==> src/hdl/mbf_defines.vh <==
// Purpose: Constants for the mono blend / font draw pixel engine
// Assumes: APB slave with 32-bit data, byte offsets in paddr[7:0]
// Notes: One aligned word per register
// What this block does
// Mono blend mixes a 16 bpp background with a colour-converted overlay bit.
// Software must feed monochrome data on the overlay source in mono blend.
// Mono invert blend is mono blend with each overlay bit inverted first.
// Font draw mixes a 16/24 bpp background; only overlay 1 bits are drawn.
// Software programs font colour as 8-bit R, G, B with red equal blue.
// Font draw rotates the blended result, so font and background turn together.
// Output supports plain, thinned-out and rotated transfer in all three modes.
// Background and overlay images read from internal or external RAM.
// Colour converter and superimposer used; area filter idle; no scaling expander.
// White fonts via mono blend: 1 to white at full ratio, fails on white.
// Each channel is a ratio-weighted sum of background and overlay.
`ifndef MBF_DEFINES_VH
`define MBF_DEFINES_VH

`define MBF_OFF_CTRL 8'h00
`define MBF_OFF_RATIO 8'h04
`define MBF_OFF_FONT 8'h08
`define MBF_OFF_ONE 8'h0c
`define MBF_OFF_ZERO 8'h10
`define MBF_OFF_SIZE 8'h14
`define MBF_OFF_BGBASE 8'h18
`define MBF_OFF_OVBASE 8'h1c
`define MBF_OFF_DSTBASE 8'h20
`define MBF_OFF_STATUS 8'h24
`define MBF_OFF_STRIDE 8'h28

`define MBF_MODE_MONO 4'h6
`define MBF_MODE_MINV 4'h7
`define MBF_MODE_FONT 4'h8

`define MBF_CTRL_START 4
`define MBF_CTRL_BPP24 5
`define MBF_CTRL_THIN 6
`define MBF_CTRL_ROT 7
`define MBF_CTRL_BGEXT 12
`define MBF_CTRL_OVEXT 13

`define MBF_ST_BUSY 0
`define MBF_ST_DONE 1
`define MBF_ST_ERR 2

`define MBF_RATIO_FULL 9'h100
`define MBF_RST_RATIO 9'h000
`define MBF_RST_STEP 4'h1
`define MBF_RST_COL 24'h000000

`endif

==> src/hdl/mbf_blend.v <==
// Purpose: Colour converter and superimposer for one pixel
// Assumes: 16 bpp is RGB565, 24 bpp is RGB888 in bits 23:0
// Notes: Result is registered, one cycle after inputs
`timescale 1ns/1ps
`include "mbf_defines.vh"
module mbf_blend (
  input wire core_clk_i,
  input wire rst_b_i,
  input wire [3:0] mode_i,
  input wire bpp24_i,
  input wire [8:0] ratio_i,
  input wire [31:0] bg_i,
  input wire bit_i,
  input wire [23:0] one_col_i,
  input wire [23:0] zero_col_i,
  input wire [23:0] font_col_i,
  output reg [31:0] pix_o
);
  function [23:0] expand565;
    input [15:0] p;
    begin
      expand565 = {p[15:11], p[15:13], p[10:5], p[10:9], p[4:0], p[4:2]};
    end
  endfunction

  function [15:0] pack565;
    input [23:0] c;
    begin
      pack565 = {c[23:19], c[15:10], c[7:3]};
    end
  endfunction

  // Ratio 256 is full overlay, so 0 and 100% are exact
  function [7:0] mix_ch;
    input [7:0] ov;
    input [7:0] bg;
    input [8:0] r;
    reg [17:0] sum;
    begin
      sum = ov * r + bg * (`MBF_RATIO_FULL - r);
      mix_ch = sum[15:8];
    end
  endfunction

  wire is_font = (mode_i == `MBF_MODE_FONT);
  // 16 bpp only outside font draw; R4: font draw may use 24 bpp
  wire wide = is_font & bpp24_i;
  wire [23:0] bg24 = wide ? bg_i[23:0] : expand565(bg_i[15:0]);
  // invert overlay bit before conversion
  wire mbit = (mode_i == `MBF_MODE_MINV) ? ~bit_i : bit_i;
  // zero bits in font draw leave the background untouched
  wire [8:0] r_eff = (is_font & ~mbit) ? 9'h000 : ratio_i;
  // colour converter stage
  wire [23:0] ov24 = is_font ? font_col_i : (mbit ? one_col_i : zero_col_i);
  reg [23:0] mix;
  integer i;

  // per-channel weighted sum
  always @* begin
    mix = 24'h000000;
    for (i = 0; i < 3; i = i + 1) begin
      mix[i*8 +: 8] = mix_ch(ov24[i*8 +: 8], bg24[i*8 +: 8], r_eff);
    end
  end

  always @(posedge core_clk_i or negedge rst_b_i) begin
    if (!rst_b_i) begin
      pix_o <= 32'h00000000;
    end else begin
      pix_o <= wide ? {8'h00, mix} : {16'h0000, pack565(mix)};
    end
  end
endmodule // mbf_blend

==> src/hdl/mbf_top.v <==
// Purpose: Mono blend, mono invert blend and font draw pixel engine
// Assumes: One outstanding read and one write at a time, req held to ack
// Notes: Overlay bit k of a byte is pixel k of the group of eight
`timescale 1ns/1ps
`include "mbf_defines.vh"
module mbf_top (
  input wire core_clk_i,
  input wire rst_b_i,
  input wire psel_i,
  input wire penable_i,
  input wire pwrite_i,
  input wire [7:0] paddr_i,
  input wire [31:0] pwdata_i,
  output reg [31:0] prdata_o,
  output reg pready_o,
  output reg pslverr_o,
  output reg rd_req_o,
  output reg [31:0] bg_addr_o,
  output reg [31:0] ov_addr_o,
  output reg bg_ext_o,
  output reg ov_ext_o,
  input wire rd_ack_i,
  input wire [31:0] bg_data_i,
  input wire [7:0] ov_byte_i,
  output reg wr_req_o,
  output reg [31:0] wr_addr_o,
  output reg [31:0] wr_data_o,
  input wire wr_ack_i
);
  localparam ST_IDLE = 3'd0;
  localparam ST_PICK = 3'd1;
  localparam ST_READ = 3'd2;
  localparam ST_CALC = 3'd3;
  localparam ST_WRITE = 3'd4;
  localparam ST_MIX = 3'd5;

  reg [15:0] ctrl_reg;
  reg [8:0] ratio_reg;
  reg [23:0] font_reg;
  reg [23:0] one_reg;
  reg [23:0] zero_reg;
  reg [27:0] size_reg;
  reg [31:0] bgbase_reg;
  reg [31:0] ovbase_reg;
  reg [31:0] dstbase_reg;
  reg [11:0] stride_reg;
  reg done_reg;
  reg err_reg;
  reg [2:0] state_reg;
  reg [11:0] x_reg;
  reg [11:0] y_reg;
  reg [11:0] dx_reg;
  reg [11:0] dy_reg;
  reg [3:0] xm_reg;
  reg [3:0] ym_reg;
  reg [31:0] bg_hold_reg;
  reg bit_hold_reg;
  wire [31:0] blend_pix;

  wire [3:0] mode = ctrl_reg[3:0];
  wire [3:0] step = (ctrl_reg[11:8] == 4'h0) ? 4'h1 : ctrl_reg[11:8];
  wire [11:0] width = size_reg[11:0];
  wire [11:0] height = size_reg[27:16];
  wire wide = (mode == `MBF_MODE_FONT) & ctrl_reg[`MBF_CTRL_BPP24];
  wire acc = psel_i & penable_i;
  wire wr_take = acc & pready_o & pwrite_i;
  wire start = wr_take & (paddr_i == `MBF_OFF_CTRL) & pwdata_i[`MBF_CTRL_START];
  // only the three modes here are accepted, no expander or filter path
  wire mode_ok = (pwdata_i[3:0] == `MBF_MODE_MONO) | (pwdata_i[3:0] == `MBF_MODE_MINV) |
                 (pwdata_i[3:0] == `MBF_MODE_FONT);

  function mapped;
    input [7:0] a;
    begin
      mapped = (a[1:0] == 2'b00) && (a <= `MBF_OFF_STRIDE);
    end
  endfunction

  // Pixel index arithmetic
  wire [23:0] src_idx = y_reg * width + {12'h000, x_reg};
  wire [23:0] dst_lin = dy_reg * stride_reg + {12'h000, dx_reg};
  wire [11:0] rot_col = stride_reg - 12'h001 - dy_reg;
  wire [23:0] dst_rot = dx_reg * stride_reg + {12'h000, rot_col};
  // rotation is applied to write addresses of the blended pixel
  wire [23:0] dst_idx = ctrl_reg[`MBF_CTRL_ROT] ? dst_rot : dst_lin;
  wire [31:0] bg_off = wide ? {6'h00, src_idx, 2'b00} : {7'h00, src_idx, 1'b0};
  wire [31:0] dst_off = wide ? {6'h00, dst_idx, 2'b00} : {7'h00, dst_idx, 1'b0};
  // thinning keeps every step-th pixel of every step-th line
  wire keep = ~ctrl_reg[`MBF_CTRL_THIN] | ((xm_reg == 4'h0) & (ym_reg == 4'h0));
  wire last_x = (x_reg == width - 12'h001);
  wire row_kept = ~ctrl_reg[`MBF_CTRL_THIN] | (ym_reg == 4'h0);

  // APB slave: ready one cycle into the access phase
  always @(posedge core_clk_i or negedge rst_b_i) begin
    if (!rst_b_i) begin
      pready_o <= 1'b0;
      pslverr_o <= 1'b0;
      prdata_o <= 32'h00000000;
    end else begin
      pready_o <= acc & ~pready_o;
      pslverr_o <= acc & ~pready_o & ~mapped(paddr_i);
      if (acc & ~pready_o & ~pwrite_i) begin
        case (paddr_i)
          `MBF_OFF_CTRL: prdata_o <= {16'h0000, ctrl_reg};
          `MBF_OFF_RATIO: prdata_o <= {23'h000000, ratio_reg};
          `MBF_OFF_FONT: prdata_o <= {8'h00, font_reg};
          `MBF_OFF_ONE: prdata_o <= {8'h00, one_reg};
          `MBF_OFF_ZERO: prdata_o <= {8'h00, zero_reg};
          `MBF_OFF_SIZE: prdata_o <= {4'h0, size_reg};
          `MBF_OFF_BGBASE: prdata_o <= bgbase_reg;
          `MBF_OFF_OVBASE: prdata_o <= ovbase_reg;
          `MBF_OFF_DSTBASE: prdata_o <= dstbase_reg;
          `MBF_OFF_STATUS: prdata_o <= {29'h00000000, err_reg, done_reg, state_reg != ST_IDLE};
          `MBF_OFF_STRIDE: prdata_o <= {20'h00000, stride_reg};
          default: prdata_o <= 32'h00000000;
        endcase
      end
    end
  end

  // Configuration is frozen while a frame runs
  always @(posedge core_clk_i or negedge rst_b_i) begin
    if (!rst_b_i) begin
      ctrl_reg <= {4'h0, `MBF_RST_STEP, 4'h0, `MBF_MODE_MONO};
      ratio_reg <= `MBF_RST_RATIO;
      font_reg <= `MBF_RST_COL;
      one_reg <= `MBF_RST_COL;
      zero_reg <= `MBF_RST_COL;
      size_reg <= 28'h0000000;
      bgbase_reg <= 32'h00000000;
      ovbase_reg <= 32'h00000000;
      dstbase_reg <= 32'h00000000;
      stride_reg <= 12'h000;
    end else if (wr_take & (state_reg == ST_IDLE)) begin
      case (paddr_i)
        `MBF_OFF_CTRL: begin
          if (mode_ok) begin
            ctrl_reg <= {2'b00, pwdata_i[13:5], 1'b0, pwdata_i[3:0]};
          end
        end
        `MBF_OFF_RATIO: ratio_reg <= (pwdata_i[8:0] > `MBF_RATIO_FULL) ? `MBF_RATIO_FULL : pwdata_i[8:0];
        // red and blue levels are stored as written
        `MBF_OFF_FONT: font_reg <= pwdata_i[23:0];
        `MBF_OFF_ONE: one_reg <= pwdata_i[23:0];
        `MBF_OFF_ZERO: zero_reg <= pwdata_i[23:0];
        `MBF_OFF_SIZE: size_reg <= {pwdata_i[27:16], 4'h0, pwdata_i[11:0]};
        `MBF_OFF_BGBASE: bgbase_reg <= pwdata_i;
        `MBF_OFF_OVBASE: ovbase_reg <= pwdata_i;
        `MBF_OFF_DSTBASE: dstbase_reg <= pwdata_i;
        `MBF_OFF_STRIDE: stride_reg <= pwdata_i[11:0];
        default: stride_reg <= stride_reg;
      endcase
    end
  end

  // Done and error are write-1-to-clear; a same-cycle set wins
  always @(posedge core_clk_i or negedge rst_b_i) begin
    if (!rst_b_i) begin
      done_reg <= 1'b0;
      err_reg <= 1'b0;
    end else begin
      if ((state_reg == ST_PICK) & (y_reg >= height)) begin
        done_reg <= 1'b1;
      end else if (wr_take & (paddr_i == `MBF_OFF_STATUS) & pwdata_i[`MBF_ST_DONE]) begin
        done_reg <= 1'b0;
      end
      // a request for another mode is refused and flagged
      if (wr_take & (paddr_i == `MBF_OFF_CTRL) & ~mode_ok) begin
        err_reg <= 1'b1;
      end else if (wr_take & (paddr_i == `MBF_OFF_STATUS) & pwdata_i[`MBF_ST_ERR]) begin
        err_reg <= 1'b0;
      end
    end
  end

  // Frame walker
  always @(posedge core_clk_i or negedge rst_b_i) begin
    if (!rst_b_i) begin
      state_reg <= ST_IDLE;
      x_reg <= 12'h000;
      y_reg <= 12'h000;
      dx_reg <= 12'h000;
      dy_reg <= 12'h000;
      xm_reg <= 4'h0;
      ym_reg <= 4'h0;
      rd_req_o <= 1'b0;
      bg_addr_o <= 32'h00000000;
      ov_addr_o <= 32'h00000000;
      bg_ext_o <= 1'b0;
      ov_ext_o <= 1'b0;
      wr_req_o <= 1'b0;
      wr_addr_o <= 32'h00000000;
      wr_data_o <= 32'h00000000;
      bg_hold_reg <= 32'h00000000;
      bit_hold_reg <= 1'b0;
    end else begin
      case (state_reg)
        ST_IDLE: begin
          if (start & mode_ok & (state_reg == ST_IDLE)) begin
            x_reg <= 12'h000;
            y_reg <= 12'h000;
            dx_reg <= 12'h000;
            dy_reg <= 12'h000;
            xm_reg <= 4'h0;
            ym_reg <= 4'h0;
            state_reg <= ST_PICK;
          end
        end
        ST_PICK: begin
          if ((y_reg >= height) | (width == 12'h000)) begin
            state_reg <= ST_IDLE;
          end else if (keep) begin
            // each source names its own RAM
            rd_req_o <= 1'b1;
            bg_addr_o <= bgbase_reg + bg_off;
            ov_addr_o <= ovbase_reg + {11'h000, src_idx[23:3]};
            bg_ext_o <= ctrl_reg[`MBF_CTRL_BGEXT];
            ov_ext_o <= ctrl_reg[`MBF_CTRL_OVEXT];
            state_reg <= ST_READ;
          end else begin
            state_reg <= ST_WRITE;
          end
        end
        ST_READ: begin
          if (rd_ack_i) begin
            rd_req_o <= 1'b0;
            bg_hold_reg <= bg_data_i;
            bit_hold_reg <= ov_byte_i[src_idx[2:0]];
            state_reg <= ST_MIX;
          end
        end
        // Blend output is registered; raising the write earlier would expose stale data
        ST_MIX: state_reg <= ST_CALC;
        ST_CALC: begin
          if (~wr_req_o) begin
            wr_req_o <= 1'b1;
            wr_addr_o <= dstbase_reg + dst_off;
            wr_data_o <= blend_pix;
          end else if (wr_ack_i) begin
            wr_req_o <= 1'b0;
            state_reg <= ST_WRITE;
          end
        end
        ST_WRITE: begin
          // Advance source and destination position
          if (keep) begin
            dx_reg <= dx_reg + 12'h001;
          end
          xm_reg <= (xm_reg == step - 4'h1) ? 4'h0 : xm_reg + 4'h1;
          if (last_x) begin
            x_reg <= 12'h000;
            xm_reg <= 4'h0;
            dx_reg <= 12'h000;
            y_reg <= y_reg + 12'h001;
            ym_reg <= (ym_reg == step - 4'h1) ? 4'h0 : ym_reg + 4'h1;
            if (row_kept) begin
              dy_reg <= dy_reg + 12'h001;
            end
          end else begin
            x_reg <= x_reg + 12'h001;
          end
          state_reg <= ST_PICK;
        end
        default: state_reg <= ST_IDLE;
      endcase
    end
  end

  // background and converted overlay meet in the superimposer
  mbf_blend u_blend (
    .core_clk_i(core_clk_i),
    .rst_b_i(rst_b_i),
    .mode_i(mode),
    .bpp24_i(ctrl_reg[`MBF_CTRL_BPP24]),
    .ratio_i(ratio_reg),
    .bg_i(bg_hold_reg),
    .bit_i(bit_hold_reg),
    .one_col_i(one_reg),
    .zero_col_i(zero_reg),
    .font_col_i(font_reg),
    .pix_o(blend_pix)
  );
endmodule // mbf_top

==> config.mk <==
export PLATFORM = sky130hd
export DESIGN_NAME = mbf_top
export DESIGN_NICKNAME = d
export VERILOG_FILES = /design/src/hdl/mbf_blend.v /design/src/hdl/mbf_top.v
export VERILOG_INCLUDE_DIRS = /design/src /design/src/hdl
export SDC_FILE = /design/constraint.sdc
export NUM_CORES = 2
export LEC_CHECK = 0
export BUFFER_PORTS_ARGS = -buffer_cell sky130_fd_sc_hd__buf_2
export CAP_MARGIN = 30
export CORE_UTILIZATION = 30
export DETAILED_ROUTE_END_ITERATION = 8
export GPL_ROUTABILITY_DRIVEN = 0
export GPL_TIMING_DRIVEN = 0
export HOLD_SLACK_MARGIN = 0.03
export SYNTH_ARGS = -nofsm -noshare
export SYNTH_HDL_FRONTEND = slang
export SYNTH_SLANG_ARGS = --single-unit
==> constraint.sdc <==
create_clock -name core_clk_i -period 11.1 [get_ports core_clk_i]
set_clock_uncertainty 0.15 [all_clocks]
set_input_delay 1.11 -clock core_clk_i [delete_from_list [all_inputs] [get_ports core_clk_i]]
set_output_delay 1.11 -clock core_clk_i [all_outputs]
set_load 0.05 [all_outputs]
==> impl_results.md <==
- Status: complete, but fails checks
- Failing checks: design-rule violations
- Crit Path Class: reg -> reg
- H-tree levels: 2
- Grt met3 use: about 3.3%
- Slowest library cell on the worst path: clkbuf_1
- Comb pwr share: a little under a third
- Worst setup EP type: flip-flop
- Multiplexer share of the synthesized area: 6.12%
- Crit start category: flip-flop
- Data required time of the critical path: between 10000 and 15000 ps
- Initial Utilization: a little under a third
- Setup_tns: 0 ps
- Type of the tightest min-delay check: in -> async
- Syn Inst Count: about 6000
- F_max: roughly 94 MHz
- Simple-Gate Fraction of Synth Area: between 10% and 20%
- Power, Total: 6.10 mW
- Clock Latency Late Sink: roughly 690 ps
- DPL Wire Length: roughly 170000 um
- CORE AREA: between 150000 and 200000 um^2
- Grt ovf: 0
- Max-slew violations: 0
- Most Frequent Cell on Critical Path: fa_1
- Cts hold-fix bufs: 0
- Clock transition at path regs: about 60 ps
- Die ar.: about 190000 um^2
- Tightest Pin Transition: roughly 1100 ps
- Via density: between 5 and 6
- Final nets: about 7600
- Leakage power: 30.4 nW
- RSZ-0062 raised after global routing: no
- Setup WS pre-CTS: 161 ps
- Max_slew headroom: 27.8%
- Layout cells sized above 1: between 10% and 20%
- Setup-failing EPs final: 0
- Mapped Area: 55900 um^2
- First-pass GRT wire length: 295000 um
- Post-synth ARST share: 100%
- Met2 GRT Util: a little over a third
- Yosys warns: 0
- Pwr/cell area: a little under 100 nW/um^2
- CP peak stage delay: 590 ps
- Antenna-violating nets left: 0
- # rows: 158
- R2R depth: 30
- Peak supply drop: 167 uV
- Post-Layout Cell Count: 8902
- Routed len/inst: between 20 and 25 um
- Met1 usage: about a quarter
- Final worst path period need: ~11000 ps
- Detailed-route via count: around 46000
- Top FF cell, synth: dfrtp_1
- DR iter-0 viols: 4321
- Die height: ~430 um
- Layout overhead on the synthesized area: 12.2%
- # resized after CTS: 0
- Pre-antenna DRT Iters: 9
- Routed WL: approximately 200000 um
- P_sw: about 2.3 mW
- CTS Buf Count: 58
- Overall Global Routing Usage: around a fifth
- CTS Sinks: just under 500
- Worst Path Arrival: about 11000 ps
- Placed Instances: between 8000 and 9000
- Buffers added on ports: roughly 230
- Clock Power Share: 34.2%
- Largest family of logic cells by synthesized area: adder cells
- CTS tree: built
- Setup WS post-layout: 458 ps
- Post-CTS setup buffers: 0
- Flop pwr share: about a third
- Hold Fails Final Rpt: 0
- Initial antenna violation count: 28
- Largest net degree at the start of global routing: between 100 and 150
- Root Driver: clkbuf_16
- Complex-gate fraction of the synthesized area: 9.38%
- Die X: around 430 um
- Avg Cell Area, Syn: between 9 and 10 um^2
- I/O Pins: around 250
- Sequential area share after synthesis: ~22%
- Gr busiest metal: met2
- Sw Share: a little under two fifths
- Synth cell types: 90
- DR DRC count: 2
- Synth Area in Adders: a little over a third
- Internal power: between 3 and 4 mW
- Xor and xnor area share after synthesis: between 4 and 5%
- Fin crit share: 95.9%
- Yosys reg bits: around 500
- CP Max Fanout: 10
- Number of synthesized flops with an enable pin: 0
- Max clock buf depth: 3
- MaxCap Viol Count: 0
- Vias in the first global route: around 46000
synth_stat cells (56+ instances only):
master	instances	area [um^2]
clkbuf_1	215	807
xor2_1	87	762
a21oi_1	148	741
fa_1	706	14100
o21ai_0	248	1240
xnor2_1	181	1590
and2_1	173	1080
ha_1	478	5980
inv_1	908	3410
nand2_1	891	3340
nor2_1	409	1540
mux2_2	251	2830
dfrtp_1	491	12300
nand2b_1	56	350
path summary, 6_finish.rpt:
path	startpoint	end	slack, ps
worst max register to register	ctrl_reg[2]$_DFFE_PN1P_	u_blend.pix_o[15]$_DFF_PN0_	460
worst min-delay path	rst_b_i	wr_data_o[11]$_DFFE_PN0P_	180
max in group asynchronous	rst_b_i	wr_addr_o[15]$_DFFE_PN0P_	8880
worst max-delay path	ctrl_reg[2]$_DFFE_PN1P_	u_blend.pix_o[15]$_DFF_PN0_	460
worst min register to register	u_blend.pix_o[10]$_DFF_PN0_	wr_data_o[10]$_DFFE_PN0P_	270
min in group core_clk_i	u_blend.pix_o[10]$_DFF_PN0_	wr_data_o[10]$_DFFE_PN0P_	270
per-stage QoR:
| step | utilization, % | area, um^2 | hold slack [ps] |
|---|---|---|---|
| global placement | 32.5 | 60200 | 274 |
| global route | 33.9 | 62800 | 181 |
| finish | 33.9 | 62800 | 182 |
| CTS | 33.9 | 62700 | 160 |
| floorplan | - | 56000 | 264 |
| detailed placement | 32.7 | 60700 | 276 |
worst max-delay path, delay by kind of cell (launching register included):
| kind | cells | cell delay (ps) |
|---|---|---|
| AO/OA/AOI/OAI | 5 | 1340 |
| XOR/XNOR | 2 | 660 |
| adder cells (fa/ha/maj) | 8 | 3760 |
| buffers and inverters | 7 | 2270 |
| flip-flops | 1 | 410 |
| multiplexers | 1 | 410 |
| AND/OR/NAND/NOR | 7 | 1420 |
area by class of cell:
type,instances,area [um^2]
Inverter,911,3420
Tap cell,2480,3100
Clock buffer,83,1700
Buffer,257,1030
Clock inverter,24,369
Timing Repair Buffer,269,1610
Fill cell,19076,122000
Multi-Input combinational cell,4372,39200
Sequential cell,494,12400
Antenna cell,12,30.0
placed cells by master, fill, tap and decap left out, types with 23 or more instances in the layout:
| master | count |
|---|---|
| inv_1 | 908 |
| nand2_1 | 891 |
| fa_1 | 706 |
| dfrtp_1 | 491 |
| ha_1 | 478 |
| nor2_1 | 409 |
| mux2_2 | 251 |
| o21ai_0 | 248 |
| buf_2 | 238 |
| clkbuf_1 | 224 |
| xnor2_1 | 181 |
| and2_1 | 173 |
| a21oi_1 | 148 |
| xor2_1 | 87 |
| clkbuf_16 | 58 |
| nand2b_1 | 56 |
| nand3_1 | 53 |
| nor3_1 | 52 |
| a21o_1 | 51 |
| mux2i_1 | 46 |
| o21a_1 | 39 |
| a31oi_1 | 39 |
| nor2b_1 | 36 |
| a22oi_1 | 34 |
| buf_4 | 30 |
| a221oi_1 | 30 |
| and3_1 | 28 |
| a211oi_1 | 27 |
| buf_1 | 24 |
| or3_1 | 24 |
| o21ai_1 | 23 |
power by group through the flow:
stage	Clock [mW]	Sequential [mW]	Combinational [mW]
5_1_grt	2.17	2.12	2.06
2_1_floorplan	0	2.17	1.09
4_1_cts	2.10	2.10	1.90
3_3_place_gp	0	2.13	1.82
3_5_place_dp	0	2.13	1.88
6_report	2.09	2.10	1.91
routing by layer:
| metal | vias up | wire length [um] |
|---|---|---|
| met5 | - | 28 |
| li1 | 20058 | - |
| met4 | 4 | 13100 |
| met2 | 1981 | 94600 |
| met1 | 23058 | 76900 |
| met3 | 479 | 15600 |
logic make-up after synthesis:
family,after synthesis
buf+inv,1168
xor+xnor,271
mux,304
other cells,1
fa+ha+maj,1184
simple gates,1795
compound gates,810
flops,494
No activity file was read; power rests on OpenSTA's default activity.
